**src/design/rcac_defines.svh**
```systemverilog
// offsets, field positions and timing counts of the recorder command block
// Behaviour
// - master clock is internal 1 MHz oscillator, or dataway clock pin with jumper.
// - only commands addressed to this module's (leftmost) slot are acted upon.
// - commands are function plus subaddress; reads drive data, writes take it.
// - function 16 subaddress 0 arms and latches the 24-bit mode word.
// - function 25 subaddress 0/1/2 set end, self test, trigger; 26/0 rearms.
// - function 2 any subaddress reads memory; 16/1 writes unload enable.
// - function 0 subaddress 0/1/2 read status, post count, valid count; 6/0 id.
// - arming clears the record complete flag unless completion falls in the same cycle.
// - arming resets the memory write address to zero.
// - no digitizing happens until the module has been armed.
// - arm word bit 1 selects post-trigger (0) or pre-trigger (1) mode.
// - arm word bits 2-5 pick external clock (0) or one of fifteen rates.
// - bits 9-24 give post-trigger blocks of 16 scans; unused in post mode.
// - after the post-trigger blocks: stop, set flag, keep oldest channel-0 address.
`ifndef RCAC_DEFINES_SVH
`define RCAC_DEFINES_SVH
`define RCAC_F_READ_STATUS 5'h00
`define RCAC_F_READ_MEM 5'h02
`define RCAC_F_READ_ID 5'h06
`define RCAC_F_WRITE 5'h10
`define RCAC_F_CONTROL 5'h19
`define RCAC_F_REARM 5'h1A
`define RCAC_A_0 4'h0
`define RCAC_A_1 4'h1
`define RCAC_A_2 4'h2
`define RCAC_ARM_MODE_BIT 1
`define RCAC_ARM_CLK_LSB 2
`define RCAC_ARM_CLK_MSB 5
`define RCAC_ARM_PTC_LSB 9
`define RCAC_ARM_PTC_MSB 24
`define RCAC_ARM_RESET 24'h000000
`define RCAC_BLOCK_SHIFT 4
`define RCAC_CLK_HZ 100000000
`define RCAC_OSC_HZ 1000000
`define RCAC_OSC_DIV (`RCAC_CLK_HZ / `RCAC_OSC_HZ)
`endif

```
**src/design/rcac_pkg.sv**
```systemverilog
// types shared by the recorder command block
package rcac_pkg;
  typedef struct packed {
    logic n;
    logic s1;
    logic [4:0] f;
    logic [3:0] a;
    logic [24:1] w;
  } rcac_dw_in_t;

  typedef struct packed {
    logic [24:1] r;
    logic q;
    logic x;
  } rcac_dw_out_t;

  typedef enum logic [1:0] {
    RCAC_IDLE = 2'h0,
    RCAC_ARMED = 2'h1,
    RCAC_RUN = 2'h3,
    RCAC_DONE = 2'h2
  } rcac_state_t;

  typedef enum logic [3:0] {
    RCAC_CMD_NONE, RCAC_CMD_ARM, RCAC_CMD_SET_END, RCAC_CMD_SELF_TEST,
    RCAC_CMD_TRIGGER, RCAC_CMD_REARM, RCAC_CMD_READ_MEM, RCAC_CMD_UNLOAD,
    RCAC_CMD_STATUS, RCAC_CMD_POST_COUNT, RCAC_CMD_VALID_COUNT, RCAC_CMD_ID
  } rcac_cmd_t;
endpackage : rcac_pkg

```
**src/design/rcac_rate_div.sv**
```systemverilog
// programmable digitizing rate divider
`timescale 1ns/1ns
`default_nettype none
`include "rcac_defines.svh"
module rcac_rate_div (
  input wire logic clk,
  input wire logic sys_rst,
  input wire logic master_tick,
  input wire logic ext_edge,
  input wire logic [3:0] clk_code,
  input wire logic reload,
  output logic sample_tick
);
  logic [16:0] count;

  // master ticks per sample at 1 MHz for codes 1 to 15; code 0 takes external edges
  function automatic logic [16:0] divisor(input logic [3:0] code);
    case (code)
      4'h1: divisor = 17'h00004;
      4'h2: divisor = 17'h00006;
      4'h3: divisor = 17'h0000A;
      4'h4: divisor = 17'h00014;
      4'h5: divisor = 17'h00032;
      4'h6: divisor = 17'h00064;
      4'h7: divisor = 17'h000C8;
      4'h8: divisor = 17'h001F4;
      4'h9: divisor = 17'h003E8;
      4'hA: divisor = 17'h007D0;
      4'hB: divisor = 17'h01388;
      4'hC: divisor = 17'h02710;
      4'hD: divisor = 17'h04E20;
      4'hE: divisor = 17'h0C350;
      4'hF: divisor = 17'h186A0;
      default: divisor = 17'h00001;
    endcase
  endfunction : divisor

  always_ff @(posedge clk or posedge sys_rst)
  begin
    if (sys_rst)
    begin
      count <= 17'h00000;
      sample_tick <= 1'b0;
    end
    else if (reload)
    begin
      count <= divisor(clk_code) - 17'h00001;
      sample_tick <= 1'b0;
    end
    else if (clk_code == 4'h0)
    begin
      sample_tick <= ext_edge;
    end
    else if (master_tick)
    begin
      // 167 kHz is approximated by a divide of six
      if (count == 17'h00000)
      begin
        count <= divisor(clk_code) - 17'h00001;
        sample_tick <= 1'b1;
      end
      else
      begin
        count <= count - 17'h00001;
        sample_tick <= 1'b0;
      end
    end
    else
    begin
      sample_tick <= 1'b0;
    end
  end
endmodule : rcac_rate_div
`default_nettype wire

```
**src/design/rcac_top.sv**
```systemverilog
// dataway command decoder and acquisition arming control
`timescale 1ns/1ns
`default_nettype none
`include "rcac_defines.svh"
module rcac_top #(
  parameter int ADDR_W = 20,
  // identification value is arbitrary
  parameter logic [23:0] MODULE_ID = 24'h00A5C3
) (
  input wire logic clk,
  input wire logic sys_rst,
  input wire rcac_pkg::rcac_dw_in_t dw_in,
  input wire logic clock_jumper_fitted,
  input wire logic dataway_clk_pin,
  input wire logic ext_clock_pin,
  input wire logic ext_trigger_pin,
  input wire logic [5:0] active_channels,
  input wire logic [23:0] mem_rd_data,
  output rcac_pkg::rcac_dw_out_t dw_out,
  output logic [ADDR_W-1:0] mem_wr_addr,
  output logic sample_strobe,
  output logic record_complete_flag,
  output logic [ADDR_W-1:0] oldest_ch0_addr,
  output logic unload_enable,
  output logic [23:0] unload_word,
  output logic self_test_start,
  output logic mem_rd_strobe
);
  rcac_pkg::rcac_dw_in_t dw_s1, dw_s2;
  logic [3:0] pin_s1, pin_s2, pin_prev;
  logic s1_prev;
  logic [6:0] osc_cnt;
  logic osc_tick, master_tick, dway_edge, ext_clk_edge, trig_edge;
  logic cmd_take, reload, sample_tick, scanning, done_evt;
  rcac_pkg::rcac_cmd_t cmd;
  rcac_pkg::rcac_state_t state, next_state;
  logic [24:1] arm_word;
  logic [ADDR_W:0] valid_cnt;
  logic [19:0] scan_cnt;
  logic [ADDR_W-1:0] next_addr;
  logic [ADDR_W:0] next_valid;
  logic [3:0] clk_code;

  function automatic rcac_pkg::rcac_cmd_t decode(input logic [4:0] f,
                                                 input logic [3:0] a);
    decode = rcac_pkg::RCAC_CMD_NONE;
    if (f == `RCAC_F_READ_MEM)
      decode = rcac_pkg::RCAC_CMD_READ_MEM;
    else if (f == `RCAC_F_WRITE && a == `RCAC_A_0)
      decode = rcac_pkg::RCAC_CMD_ARM;
    else if (f == `RCAC_F_WRITE && a == `RCAC_A_1)
      decode = rcac_pkg::RCAC_CMD_UNLOAD;
    else if (f == `RCAC_F_CONTROL && a == `RCAC_A_0)
      decode = rcac_pkg::RCAC_CMD_SET_END;
    else if (f == `RCAC_F_CONTROL && a == `RCAC_A_1)
      decode = rcac_pkg::RCAC_CMD_SELF_TEST;
    else if (f == `RCAC_F_CONTROL && a == `RCAC_A_2)
      decode = rcac_pkg::RCAC_CMD_TRIGGER;
    else if (f == `RCAC_F_REARM && a == `RCAC_A_0)
      decode = rcac_pkg::RCAC_CMD_REARM;
    else if (f == `RCAC_F_READ_STATUS && a == `RCAC_A_0)
      decode = rcac_pkg::RCAC_CMD_STATUS;
    else if (f == `RCAC_F_READ_STATUS && a == `RCAC_A_1)
      decode = rcac_pkg::RCAC_CMD_POST_COUNT;
    else if (f == `RCAC_F_READ_STATUS && a == `RCAC_A_2)
      decode = rcac_pkg::RCAC_CMD_VALID_COUNT;
    else if (f == `RCAC_F_READ_ID && a == `RCAC_A_0)
      decode = rcac_pkg::RCAC_CMD_ID;
  endfunction : decode

  // dataway and front panel pins are asynchronous to clk
  always_ff @(posedge clk or posedge sys_rst)
  begin
    if (sys_rst)
    begin
      dw_s1 <= '0;
      dw_s2 <= '0;
      pin_s1 <= 4'h0;
      pin_s2 <= 4'h0;
      pin_prev <= 4'h0;
      s1_prev <= 1'b0;
    end
    else
    begin
      dw_s1 <= dw_in;
      dw_s2 <= dw_s1;
      pin_s1 <= {clock_jumper_fitted, ext_trigger_pin, ext_clock_pin,
                 dataway_clk_pin};
      pin_s2 <= pin_s1;
      pin_prev <= pin_s2;
      s1_prev <= dw_s2.s1;
    end
  end

  assign dway_edge = pin_s2[0] & ~pin_prev[0];
  assign ext_clk_edge = pin_s2[1] & ~pin_prev[1];
  assign trig_edge = pin_s2[2] & ~pin_prev[2];
  // acted on once per strobe, and only when our station line is up
  assign cmd_take = dw_s2.s1 & ~s1_prev & dw_s2.n;
  assign cmd = decode(dw_s2.f, dw_s2.a);

  always_ff @(posedge clk or posedge sys_rst)
  begin
    if (sys_rst)
      osc_cnt <= 7'h00;
    else if (osc_cnt == 7'(`RCAC_OSC_DIV - 1))
      osc_cnt <= 7'h00;
    else
      osc_cnt <= osc_cnt + 7'h01;
  end

  assign osc_tick = (osc_cnt == 7'(`RCAC_OSC_DIV - 1));
  assign master_tick = pin_s2[3] ? dway_edge : osc_tick;

  assign reload = cmd_take && (cmd == rcac_pkg::RCAC_CMD_ARM ||
                               cmd == rcac_pkg::RCAC_CMD_REARM);
  // a fresh arm word seeds the divider, not the word it replaces
  assign clk_code = (cmd_take && cmd == rcac_pkg::RCAC_CMD_ARM) ?
                    dw_s2.w[`RCAC_ARM_CLK_MSB:`RCAC_ARM_CLK_LSB] :
                    arm_word[`RCAC_ARM_CLK_MSB:`RCAC_ARM_CLK_LSB];

  rcac_rate_div u_rate_div (
    .clk(clk),
    .sys_rst(sys_rst),
    .master_tick(master_tick),
    .ext_edge(ext_clk_edge),
    .clk_code(clk_code),
    .reload(reload),
    .sample_tick(sample_tick)
  );

  always_ff @(posedge clk or posedge sys_rst)
  begin
    if (sys_rst)
      arm_word <= `RCAC_ARM_RESET;
    else if (cmd_take && cmd == rcac_pkg::RCAC_CMD_ARM)
      arm_word <= dw_s2.w;
  end

  // pre-trigger mode fills memory round robin while waiting for trigger
  assign scanning = (state == rcac_pkg::RCAC_RUN) ||
                    (state == rcac_pkg::RCAC_ARMED &&
                     arm_word[`RCAC_ARM_MODE_BIT]);
  assign next_addr = mem_wr_addr + ADDR_W'(active_channels);
  assign next_valid = valid_cnt + (ADDR_W + 1)'(active_channels);

  always_comb
  begin
    next_state = state;
    done_evt = 1'b0;
    unique case (state)
      rcac_pkg::RCAC_IDLE, rcac_pkg::RCAC_DONE:
        next_state = state;
      rcac_pkg::RCAC_ARMED:
        if (trig_edge ||
            (cmd_take && cmd == rcac_pkg::RCAC_CMD_TRIGGER))
          next_state = rcac_pkg::RCAC_RUN;
      rcac_pkg::RCAC_RUN:
        if (arm_word[`RCAC_ARM_MODE_BIT])
        begin
          if (sample_tick && scan_cnt + 20'h00001 >=
              {arm_word[`RCAC_ARM_PTC_MSB:`RCAC_ARM_PTC_LSB], 4'h0})
            next_state = rcac_pkg::RCAC_DONE;
        end
        else if (sample_tick && next_valid[ADDR_W])
          next_state = rcac_pkg::RCAC_DONE;
    endcase
    if (cmd_take && cmd == rcac_pkg::RCAC_CMD_SET_END &&
        state != rcac_pkg::RCAC_IDLE)
      next_state = rcac_pkg::RCAC_DONE;
    done_evt = (next_state == rcac_pkg::RCAC_DONE) &&
               (state != rcac_pkg::RCAC_DONE);
    if (reload)
      next_state = rcac_pkg::RCAC_ARMED;
  end

  always_ff @(posedge clk or posedge sys_rst)
  begin
    if (sys_rst)
      state <= rcac_pkg::RCAC_IDLE;
    else
      state <= next_state;
  end

  always_ff @(posedge clk or posedge sys_rst)
  begin
    if (sys_rst)
    begin
      mem_wr_addr <= '0;
      valid_cnt <= '0;
      scan_cnt <= 20'h00000;
      sample_strobe <= 1'b0;
    end
    else if (reload)
    begin
      mem_wr_addr <= '0;
      valid_cnt <= '0;
      scan_cnt <= 20'h00000;
      sample_strobe <= 1'b0;
    end
    else
    begin
      sample_strobe <= sample_tick && scanning;
      if (sample_tick && scanning)
      begin
        mem_wr_addr <= next_addr;
        valid_cnt <= next_valid[ADDR_W] ? {1'b1, {ADDR_W{1'b0}}} : next_valid;
        if (state == rcac_pkg::RCAC_RUN)
          scan_cnt <= scan_cnt + 20'h00001;
      end
    end
  end

  // completion beats a same-cycle arm so no record is lost
  always_ff @(posedge clk or posedge sys_rst)
  begin
    if (sys_rst)
    begin
      record_complete_flag <= 1'b0;
      oldest_ch0_addr <= '0;
    end
    else if (done_evt)
    begin
      record_complete_flag <= 1'b1;
      oldest_ch0_addr <= (valid_cnt[ADDR_W] || next_valid[ADDR_W]) ?
                         next_addr : '0;
    end
    else if (reload)
      record_complete_flag <= 1'b0;
  end

  always_ff @(posedge clk or posedge sys_rst)
  begin
    if (sys_rst)
    begin
      unload_enable <= 1'b0;
      unload_word <= 24'h000000;
      self_test_start <= 1'b0;
      mem_rd_strobe <= 1'b0;
    end
    else
    begin
      self_test_start <= cmd_take && cmd == rcac_pkg::RCAC_CMD_SELF_TEST;
      mem_rd_strobe <= cmd_take && cmd == rcac_pkg::RCAC_CMD_READ_MEM;
      if (reload)
        unload_enable <= 1'b0;
      else if (cmd_take && cmd == rcac_pkg::RCAC_CMD_UNLOAD)
      begin
        unload_enable <= 1'b1;
        unload_word <= dw_s2.w;
      end
    end
  end

  // read lines follow the addressed command so they settle before strobe
  always_ff @(posedge clk or posedge sys_rst)
  begin
    if (sys_rst)
      dw_out <= '0;
    else if (!dw_s2.n)
      dw_out <= '0;
    else
    begin
      dw_out.x <= 1'b1;
      dw_out.q <= (cmd != rcac_pkg::RCAC_CMD_NONE);
      case (cmd)
        rcac_pkg::RCAC_CMD_STATUS:
          dw_out.r <= {16'h0000, state, record_complete_flag,
                       arm_word[`RCAC_ARM_CLK_MSB:`RCAC_ARM_MODE_BIT]};
        rcac_pkg::RCAC_CMD_POST_COUNT:
          dw_out.r <= {8'h00,
                       arm_word[`RCAC_ARM_PTC_MSB:`RCAC_ARM_PTC_LSB]};
        rcac_pkg::RCAC_CMD_VALID_COUNT:
          dw_out.r <= 24'(valid_cnt);
        rcac_pkg::RCAC_CMD_ID:
          dw_out.r <= MODULE_ID;
        rcac_pkg::RCAC_CMD_READ_MEM:
          dw_out.r <= mem_rd_data;
        default:
          dw_out.r <= 24'h000000;
      endcase
    end
  end
endmodule : rcac_top
`default_nettype wire

```
**config.mk**
```make
export PLATFORM = sky130hd
export DESIGN_NAME = rcac_top
export DESIGN_NICKNAME = d
export VERILOG_FILES = /design/src/design/rcac_pkg.sv /design/src/design/rcac_rate_div.sv /design/src/design/rcac_top.sv
export VERILOG_INCLUDE_DIRS = /design/src /design/src/design
export SDC_FILE = /design/constraint.sdc
export NUM_CORES = 1
export LEC_CHECK = 0
export BUFFER_PORTS_ARGS = -buffer_cell sky130_fd_sc_hd__clkbuf_2
export CAP_MARGIN = 20
export CORE_MARGIN = 3
export CORE_UTILIZATION = 35
export DETAILED_ROUTE_END_ITERATION = 8
export GPL_TIMING_DRIVEN = 0
export SYNTH_ARGS = -nofsm -noshare
export SYNTH_HDL_FRONTEND = slang
export SYNTH_SLANG_ARGS = --single-unit
```
**constraint.sdc**
```tcl
create_clock -name clk -period 14.48 [get_ports clk]
set_input_delay 2.896 -clock clk [delete_from_list [all_inputs] [get_ports clk]]
set_output_delay 2.896 -clock clk [all_outputs]
set_load 0.05 [all_outputs]
```
==> results of run 1 <==
[stage by stage]
stage	worst slack, ns	power (mW)	hold WS (ns)	utilization (%)
after global placement	1.15	1.21	0.333	40.0
after floorplan	4.26	1.12	0.331	-
final	7.37	2.03	0.346	43.3
after detailed placement	6.86	1.22	0.335	40.1
after CTS	7.44	2.06	0.348	43.3
after global routing	7.12	2.14	0.351	43.3
[synth_stat cells, types with 3 or more instances]
cell / instances / area (um2)
nand2_1: 134 / 503
a21o_1: 15 / 113
nor3b_1: 4 / 30.0
a222oi_1: 8 / 80.1
o22ai_1: 8 / 50.1
buf_1: 3 / 11.3
buf_6: 6 / 67.6
o31ai_1: 14 / 105
a31oi_1: 15 / 93.8
inv_1: 39 / 146
a211oi_1: 5 / 37.5
and2_1: 7 / 43.8
a221oi_1: 9 / 78.8
nor2_1: 106 / 398
ha_1: 39 / 488
dfrtp_1: 266 / 6660
a22o_1: 8 / 70.1
or3_1: 7 / 43.8
nor3_1: 15 / 75.1
nand2b_1: 7 / 43.8
buf_2: 7 / 35.0
or2_2: 4 / 25.0
o21a_1: 5 / 37.5
nor2b_1: 13 / 81.3
o21ai_1: 3 / 15.0
mux2_2: 41 / 462
and3_1: 26 / 163
clkbuf_1: 36 / 135
nand3_1: 26 / 130
xor2_1: 40 / 350
mux2i_1: 6 / 60.1
o21bai_1: 5 / 37.5
a32o_1: 5 / 50.1
xnor2_1: 26 / 228
a21oi_1: 47 / 235
a22oi_1: 13 / 97.6
clkbuf_8: 3 / 41.3
nand4_1: 19 / 119
o21ai_0: 82 / 410
[logic make-up (layout without fill, tap and decap cells)]
group	count (synthesis)	count (layout)	synth area share, %
compound gates	270	270	14.4
xor+xnor	66	66	4.58
fa+ha+maj	41	41	4.19
buf+inv	95	318	3.55
flops	266	266	52.8
mux	48	48	4.26
simple gates	405	405	16.2
[power by group through the flow]
stage               sequential [mW]  clock [mW]  combinational, mW
global route                  0.874       0.879              0.388
global placement              0.875           0              0.337
detailed placement            0.876           0              0.346
floorplan                     0.910           0              0.212
CTS                           0.864       0.847              0.348
finish                        0.865       0.819              0.346
[cell type report]
cell class	instances	area (um2)	area share, %
Sequential cell	266	6660	43.9
Tap cell	455	569	3.75
Timing Repair Buffer	167	881	5.81
Buffer	56	302	1.99
Clock buffer	41	883	5.83
Multi-Input combinational cell	830	5510	36.3
Inverter	39	154	1.01
Clock inverter	15	211	1.39
[state kept, by name (all words and copies together) (netlist names), 7 cells and up]
name,count
osc_cnt,7
unload_word,24
dw_out,26
arm_word,21
mem_wr_addr,20
dw_s2,35
dw_s1,35
u_rate_div.count,17
oldest_ch0_addr,20
valid_cnt,21
scan_cnt,20
[path summary, 6_finish.rpt]
kind,endpoint,depth (start not counted)
min reg2reg,dw_s2[15],0
min,dw_s2[15],0
max reg2reg,oldest_ch0_addr[18],18
min in group asynchronous,u_rate_div.count[8],2
max in group asynchronous,oldest_ch0_addr[5],4
max,oldest_ch0_addr[18],19
[layer usage]
metal,GRT usage (%),up-vias
met3,3.01,70
met2,24.9,305
met1,24.7,4646
met4,5.31,0
met5,0,-
li1,-,4628
[worst max-delay path, cell delays in order]
cell      delay (ns)
clkbuf_2        0.11
ha_1            0.20
fa_1            0.24
a21o_1          0.14
a21oi_1         0.09
o21bai_1        0.14
a21o_1          0.19
nor4b_1         0.47
and3_1          0.28
and3_1          0.24
and3_1          0.19
nand3_1         0.09
ha_1            0.37
o21ai_0         0.28
a211o_1         0.18
a211oi_1        0.07
a211oi_1        0.61
buf_2           0.37
mux2_2          0.36
==> flow_metrics.py, run 1 <==
metrics = {
    "run_status": {
        "run_status": "complete, no violations",
    },
    "global_routing": {
        "first_global_vias": 9482,
        "grt.total_usage_pct": 16.7,
        "maximum_number_of_pins_on_one_net_before_global_route_repair": 103,
        "antenna_found_initial": 0,
        "grt_overflow_total": 0,
        "grt_first_pass_wirelength_um": 52100,
    },
    "final_layout": {
        "layout_common_cells": "266 x dfrtp_1, 165 x clkbuf_2, 134 x nand2_1",
        "mostFrequentLayoutCell": "dfrtp_1",
        "fin_area_um2": 15200,
        "antenna_cells": 0,
        "drive_above_1_share_pct": 22.7,
        "area_delta_synth_final_pct": 20.2,
        "layout.nets": 1503,
        "stdcell_count": 1869,
        "fillerInstances": 3404,
    },
    "setup_path": {
        "critPathArrivalTime_ns": 7.55,
        "critPathLaunchType": "input port",
        "worst_r2r_startpoint": "valid_cnt[0]",
        "crit_required_ns": 14.92,
        "type_of_destination_of_the_critical_path": "flip-flop",
        "worst-r2r-setup-slack_ns": 9.44,
        "critical_path_class": "in2reg",
        "worstSetupStartpoint": "active_channels[0]",
        "cp_max_fo": 10,
    },
    "drt": {
        "vias_per_cell": 5.16,
        "detail_route.drc_violations": 0,
        "routed-wl-met3_um": 2050,
        "met1_length_um": 15200,
        "top_layer_used": "met4",
        "post_drt_wl_per_cell_um": 17.3,
        "route.met2.wl_um": 14000,
        "total_vias_in_the_final_route": 9649,
        "drt-pass1-iter-count": 7,
        "antenna_violating_nets_post_route": 0,
        "drt_iter0_markers": 556,
        "finalWirelength_um": 32400,
    },
    "floorplanning": {
        "die_x_um": 196,
        "rows": 68,
        "core_region_area_um2": 35100,
        "initial_core_utilization_pct": 36.0,
        "number_of_primary_i_o_pins": 166,
        "die_area_um2": 38300,
        "die_y_um": 196,
    },
    "placement": {
        "post-dp-hpwl_um": 23900,
        "placedCellCount": 1813,
        "place_congestion": 0.860,
        "port_buffers": 165,
        "place_area_um2": 14100,
    },
    "clock_network": {
        "total_cts_buffers": 31,
        "worstSkewPairLatency_ns": 0.57,
        "cts-root-to-sink-buffers": 3,
        "post_cts_buffers": 0,
        "cts_repair_resize_count": 0,
        "cts_sinks": 266,
        "cts.reportedPaths.clkPinSlew_ns": 0.06,
        "tritoncts": "built",
        "cts.hold.buffers_added": 0,
        "ctsRootBufferMaster": "clkbuf_16",
        "ctsHtreeMaxLevel": 1,
    },
    "sta": {
        "finalHoldViolCount": 0,
        "fin_tns_setup_ns": 0,
        "report.final.slew_viol_count": 0,
        "period_minus_slack_ns": 7.11,
        "fmaxAchievable_ghz": 0.141,
        "final-setup-viol-count": 0,
        "tightest_slew_ns": 1.09,
        "fin_skew_ns": 0.0164,
        "layout_worst_path_cycle_share_pct": 49.1,
        "grt_setup_unrepaired": "false",
        "slew-limit-headroom_pct": 26.9,
    },
    "pwr": {
        "p_seq_share_pct": 42.6,
        "share_comb_of_total_power_pct": 17.0,
        "power.net_switching_mw": 0.583,
        "clockPowerShare_pct": 40.3,
        "cellInternalPower_mw": 1.45,
        "power.density_cell_area_nw_per_um2": 134,
        "ir_worst_vdd_uv": 130,
        "power_switching_share_pct": 28.7,
        "p_leak_nw": 7.14,
    },
    "logic_synthesis": {
        "synth-seq-area-share_pct": 52.8,
        "synth_cell_type_count": 93,
        "synth_fp_nets": 1303,
        "synth_flop_cell": "dfrtp_1",
        "syn-instance-count": 1191,
        "yosys_warnings": 0,
        "synth_seq_cells": 266,
        "synth-async-reset-ratio_pct": 100,
        "postSynthAreaPerCell_um2": 10.6,
        "synth-edff-count": 0,
        "netlist_area_um2": 12600,
    },
    "worst_hold_path": {
        "min_path_type": "reg2reg",
        "hold_start": "dw_s1[15]",
    },
    "job": {
        "max_cap_viol_count": 0,
    },
}
No activity file was read; power rests on OpenSTA's default activity.
==> run 2, diff against run 1 <==
Settings changed: ABC_AREA from default to 1.
Clock period 14.48 ns to 6.8 ns, I/O delays scaled along.
==> run 2 against run 1 <==
  * Sequential cell count unchanged
  * Sequential power up 130%
  * Count of clock-buffer cells in the layout down 5
  * Global-route usage up 1.6 points
  * Core utilization up 0.36 points
  * Critical path depth up 1
  * Cell count up 12%
  * Die area down 0.12%
  * Critical endpoint is now oldest_ch0_addr[1]
  * Largest cell class unchanged
  * Highest routed layer unchanged
==> flow_metrics.py, run 2 <==
metrics = {
    "run_status": {
        "run_status": "complete, no violations",
    },
    "clock_network": {
        "cts-root-to-sink-buffers": 3,
        "post_cts_buffers": 0,
        "ctsHtreeMaxLevel": 1,
        "worstSkewPairLatency_ns": 0.59,
        "total_cts_buffers": 31,
        "cts_repair_resize_count": 0,
        "cts.hold.buffers_added": 0,
        "cts_sinks": 266,
        "tritoncts": "built",
        "cts.reportedPaths.clkPinSlew_ns": 0.06,
        "ctsRootBufferMaster": "clkbuf_16",
    },
    "logic_synthesis": {
        "netlist_area_um2": 12600,
        "synth_seq_cells": 266,
        "synth_flop_cell": "dfrtp_1",
        "synth-seq-area-share_pct": 52.8,
        "synthTopCellsByArea": "dfrtp_1 53%, nand2_1 8.0%, inv_1 5.2%, nand3_1 4.6%, ha_1 3.9%",
        "synth-edff-count": 0,
        "synth_cell_type_count": 57,
        "yosys.area_share.simple_pct": 21.6,
        "yosys.area_share.adder_pct": 4.19,
        "combinational_family_with_the_most_area_after_synthesis": "simple AND/OR/NAND/NOR gates",
        "synth-compound-area-share_pct": 10.0,
        "synth_commonest_cells": "269 x nand2_1, 266 x dfrtp_1, 175 x inv_1",
        "synth_fp_nets": 1513,
        "synth-xor-area-share_pct": 3.62,
        "synth-async-reset-ratio_pct": 100,
        "synthMuxAreaShare_pct": 0.358,
        "postSynthAreaPerCell_um2": 8.99,
        "syn-instance-count": 1401,
        "fraction_of_post_synthesis_cell_area_in_the_top_cell_type_by_area_pct": 52.8,
        "yosysMostFrequentCell": "nand2_1",
        "yosys_warnings": 0,
        "synth_area_leader_cell": "dfrtp_1",
    },
    "pwr": {
        "power_switching_share_pct": 38.3,
        "power.total_mw": 5.42,
        "power.net_switching_mw": 2.07,
        "clockPowerShare_pct": 32.9,
        "power.density_cell_area_nw_per_um2": 355,
        "p_seq_share_pct": 36.4,
        "ir_worst_vdd_uv": 327,
        "cellInternalPower_mw": 3.35,
        "p_leak_nw": 7.73,
        "share_comb_of_total_power_pct": 30.7,
    },
    "final_layout": {
        "layout_common_cells": "269 x nand2_1, 266 x dfrtp_1, 174 x inv_1",
        "layout.nets": 1718,
        "fillerInstances": 3401,
        "biggestRegsByFlops": "dw_s1 (35), dw_s2 (35), dw_out (26)",
        "regArea_um2": 6660,
        "antenna_cells": 0,
        "area_delta_synth_final_pct": 21.1,
        "multiInputGateArea_um2": 5010,
        "fin_area_um2": 15300,
        "mostFrequentLayoutCell": "nand2_1",
        "drive_above_1_share_pct": 19.0,
    },
    "setup_path": {
        "critPathLaunchType": "input port",
        "critPathArrivalTime_ns": 4.93,
        "type_of_destination_of_the_critical_path": "flip-flop",
        "crit_required_ns": 7.30,
        "critical_path_class": "in2reg",
        "cp_max_fo": 10,
    },
    "placement": {
        "post-dp-hpwl_um": 26700,
        "placement.setup.worst_slack_ns": 1.85,
        "place_congestion": 0.898,
        "place_area_um2": 14100,
        "port_buffers": 165,
    },
    "global_routing": {
        "gr-max-usage-layer": "met2",
        "grt.total_usage_pct": 18.3,
        "grt_overflow_total": 0,
        "first_global_vias": 10200,
        "global_route.usage.met2_pct": 28.1,
        "antenna_found_initial": 0,
        "grt_first_pass_wirelength_um": 56500,
        "grt_use_met3_pct": 2.63,
        "maximum_number_of_pins_on_one_net_before_global_route_repair": 43,
        "grtUsageMet1_pct": 26.7,
    },
    "drt": {
        "post_drt_wl_per_cell_um": 16.7,
        "drt-pass1-iter-count": 6,
        "vias_per_cell": 4.94,
        "drt_iter0_markers": 812,
        "detail_route.drc_violations": 0,
        "antenna_violating_nets_post_route": 0,
        "total_vias_in_the_final_route": 10300,
        "finalWirelength_um": 34800,
    },
    "sta": {
        "fin_skew_ns": 0.0215,
        "worst_path_setup_slack_after_routing_ns": 2.38,
        "report.final.slew_viol_count": 0,
        "grt_setup_unrepaired": "false",
        "fin_tns_setup_ns": 0,
        "final-setup-viol-count": 0,
        "layout_worst_path_cycle_share_pct": 65.1,
        "finalHoldViolCount": 0,
        "fin_hold_ws_ns": 0.341,
        "period_minus_slack_ns": 4.42,
        "fmaxAchievable_ghz": 0.226,
        "slew-limit-headroom_pct": 39.9,
        "tightest_slew_ns": 0.899,
    },
    "floorplanning": {
        "rows": 68,
        "initial_core_utilization_pct": 36.0,
        "number_of_primary_i_o_pins": 166,
        "die_x_um": 196,
        "core_region_area_um2": 35000,
        "die_area_um2": 38300,
        "die_y_um": 196,
    },
    "worst_hold_path": {
        "min_path_type": "reg2reg",
    },
    "job": {
        "max_cap_viol_count": 0,
    },
}
run 2: cell count changes in the layout (fill, tap and decap cells not counted), sizes merged, moves of 21 or more:
cell / delta
and3: -26
o22ai: +21
mux2: -38
nand2: +158
nand3: +91
inv: +147
run 2: worst max-delay path, cell delays in order:
cell	delay, ns
clkbuf_2	0.15
ha_1	0.20
fa_1	0.23
nand3_1	0.09
nand3_1	0.11
a21oi_1	0.08
o21bai_1	0.15
nand2_1	0.17
nor2_1	0.19
nand3_1	0.23
nor2_1	0.15
nand2_1	0.10
ha_1	0.35
inv_1	0.10
a211oi_1	0.23
nand2_1	0.09
nand3_1	0.23
buf_1	0.46
nand3_1	0.14
nand2_1	0.11
run 2: through the flow:
step | util (%) | std cells
floorplan | - | 1401
global placement | 40.0 | 2021
detailed placement | 40.4 | 2028
CTS | 43.6 | 2085
global route | 43.6 | 2085
finish | 43.6 | 2085
run 2: kinds of logic after synthesis:
family / count (synthesis)
compound gates: 216
xor+xnor: 52
fa+ha+maj: 41
buf+inv: 231
flops: 266
mux: 4
simple gates: 591
run 2: area by class of cell:
type                       count  area share [%]
clock buffer                  36            5.54
timing repair buffer         172            6.33
inverter                     190            4.70
multi-input combinational    904            32.9
clock inverter                21            1.79
sequential                   266            43.6
tap                          455            3.73
buffer                        41            1.39
run 2: worst paths after layout:
check	from	endpoint	slack, ns	cells after the start
setup / recovery	active_channels[0]	oldest_ch0_addr[1]	2.38	20
hold / removal	dw_s1[32]	dw_s2[32]	0.34	0
setup reg to reg	scan_cnt[0]	oldest_ch0_addr[4]	2.48	23
hold reg to reg	dw_s1[32]	dw_s2[32]	0.34	0
max in group asynchronous	sys_rst	oldest_ch0_addr[13]	5.21	4
min in group asynchronous	sys_rst	arm_word[12]	0.76	2
run 2: per-layer routing:
layer / part of all wire (%) / vias up / wire length [um]
met4: 3.1 / 0 / 1080
met5: 0 / - / 0
met3: 6.5 / 49 / 2250
met2: 44 / 332 / 15400
met1: 46 / 4919 / 16100
li1: - / 4993 / -
run 2: power groups by stage:
stage | Sequential, mW | Combinational [mW] | Clock (mW)
floorplan | 2.31 | 0.874 | 0
global placement | 2.00 | 1.62 | 0
detailed placement | 2.00 | 1.65 | 0
CTS | 1.97 | 1.66 | 1.84
global route | 2.01 | 1.85 | 1.90
finish | 1.97 | 1.66 | 1.78
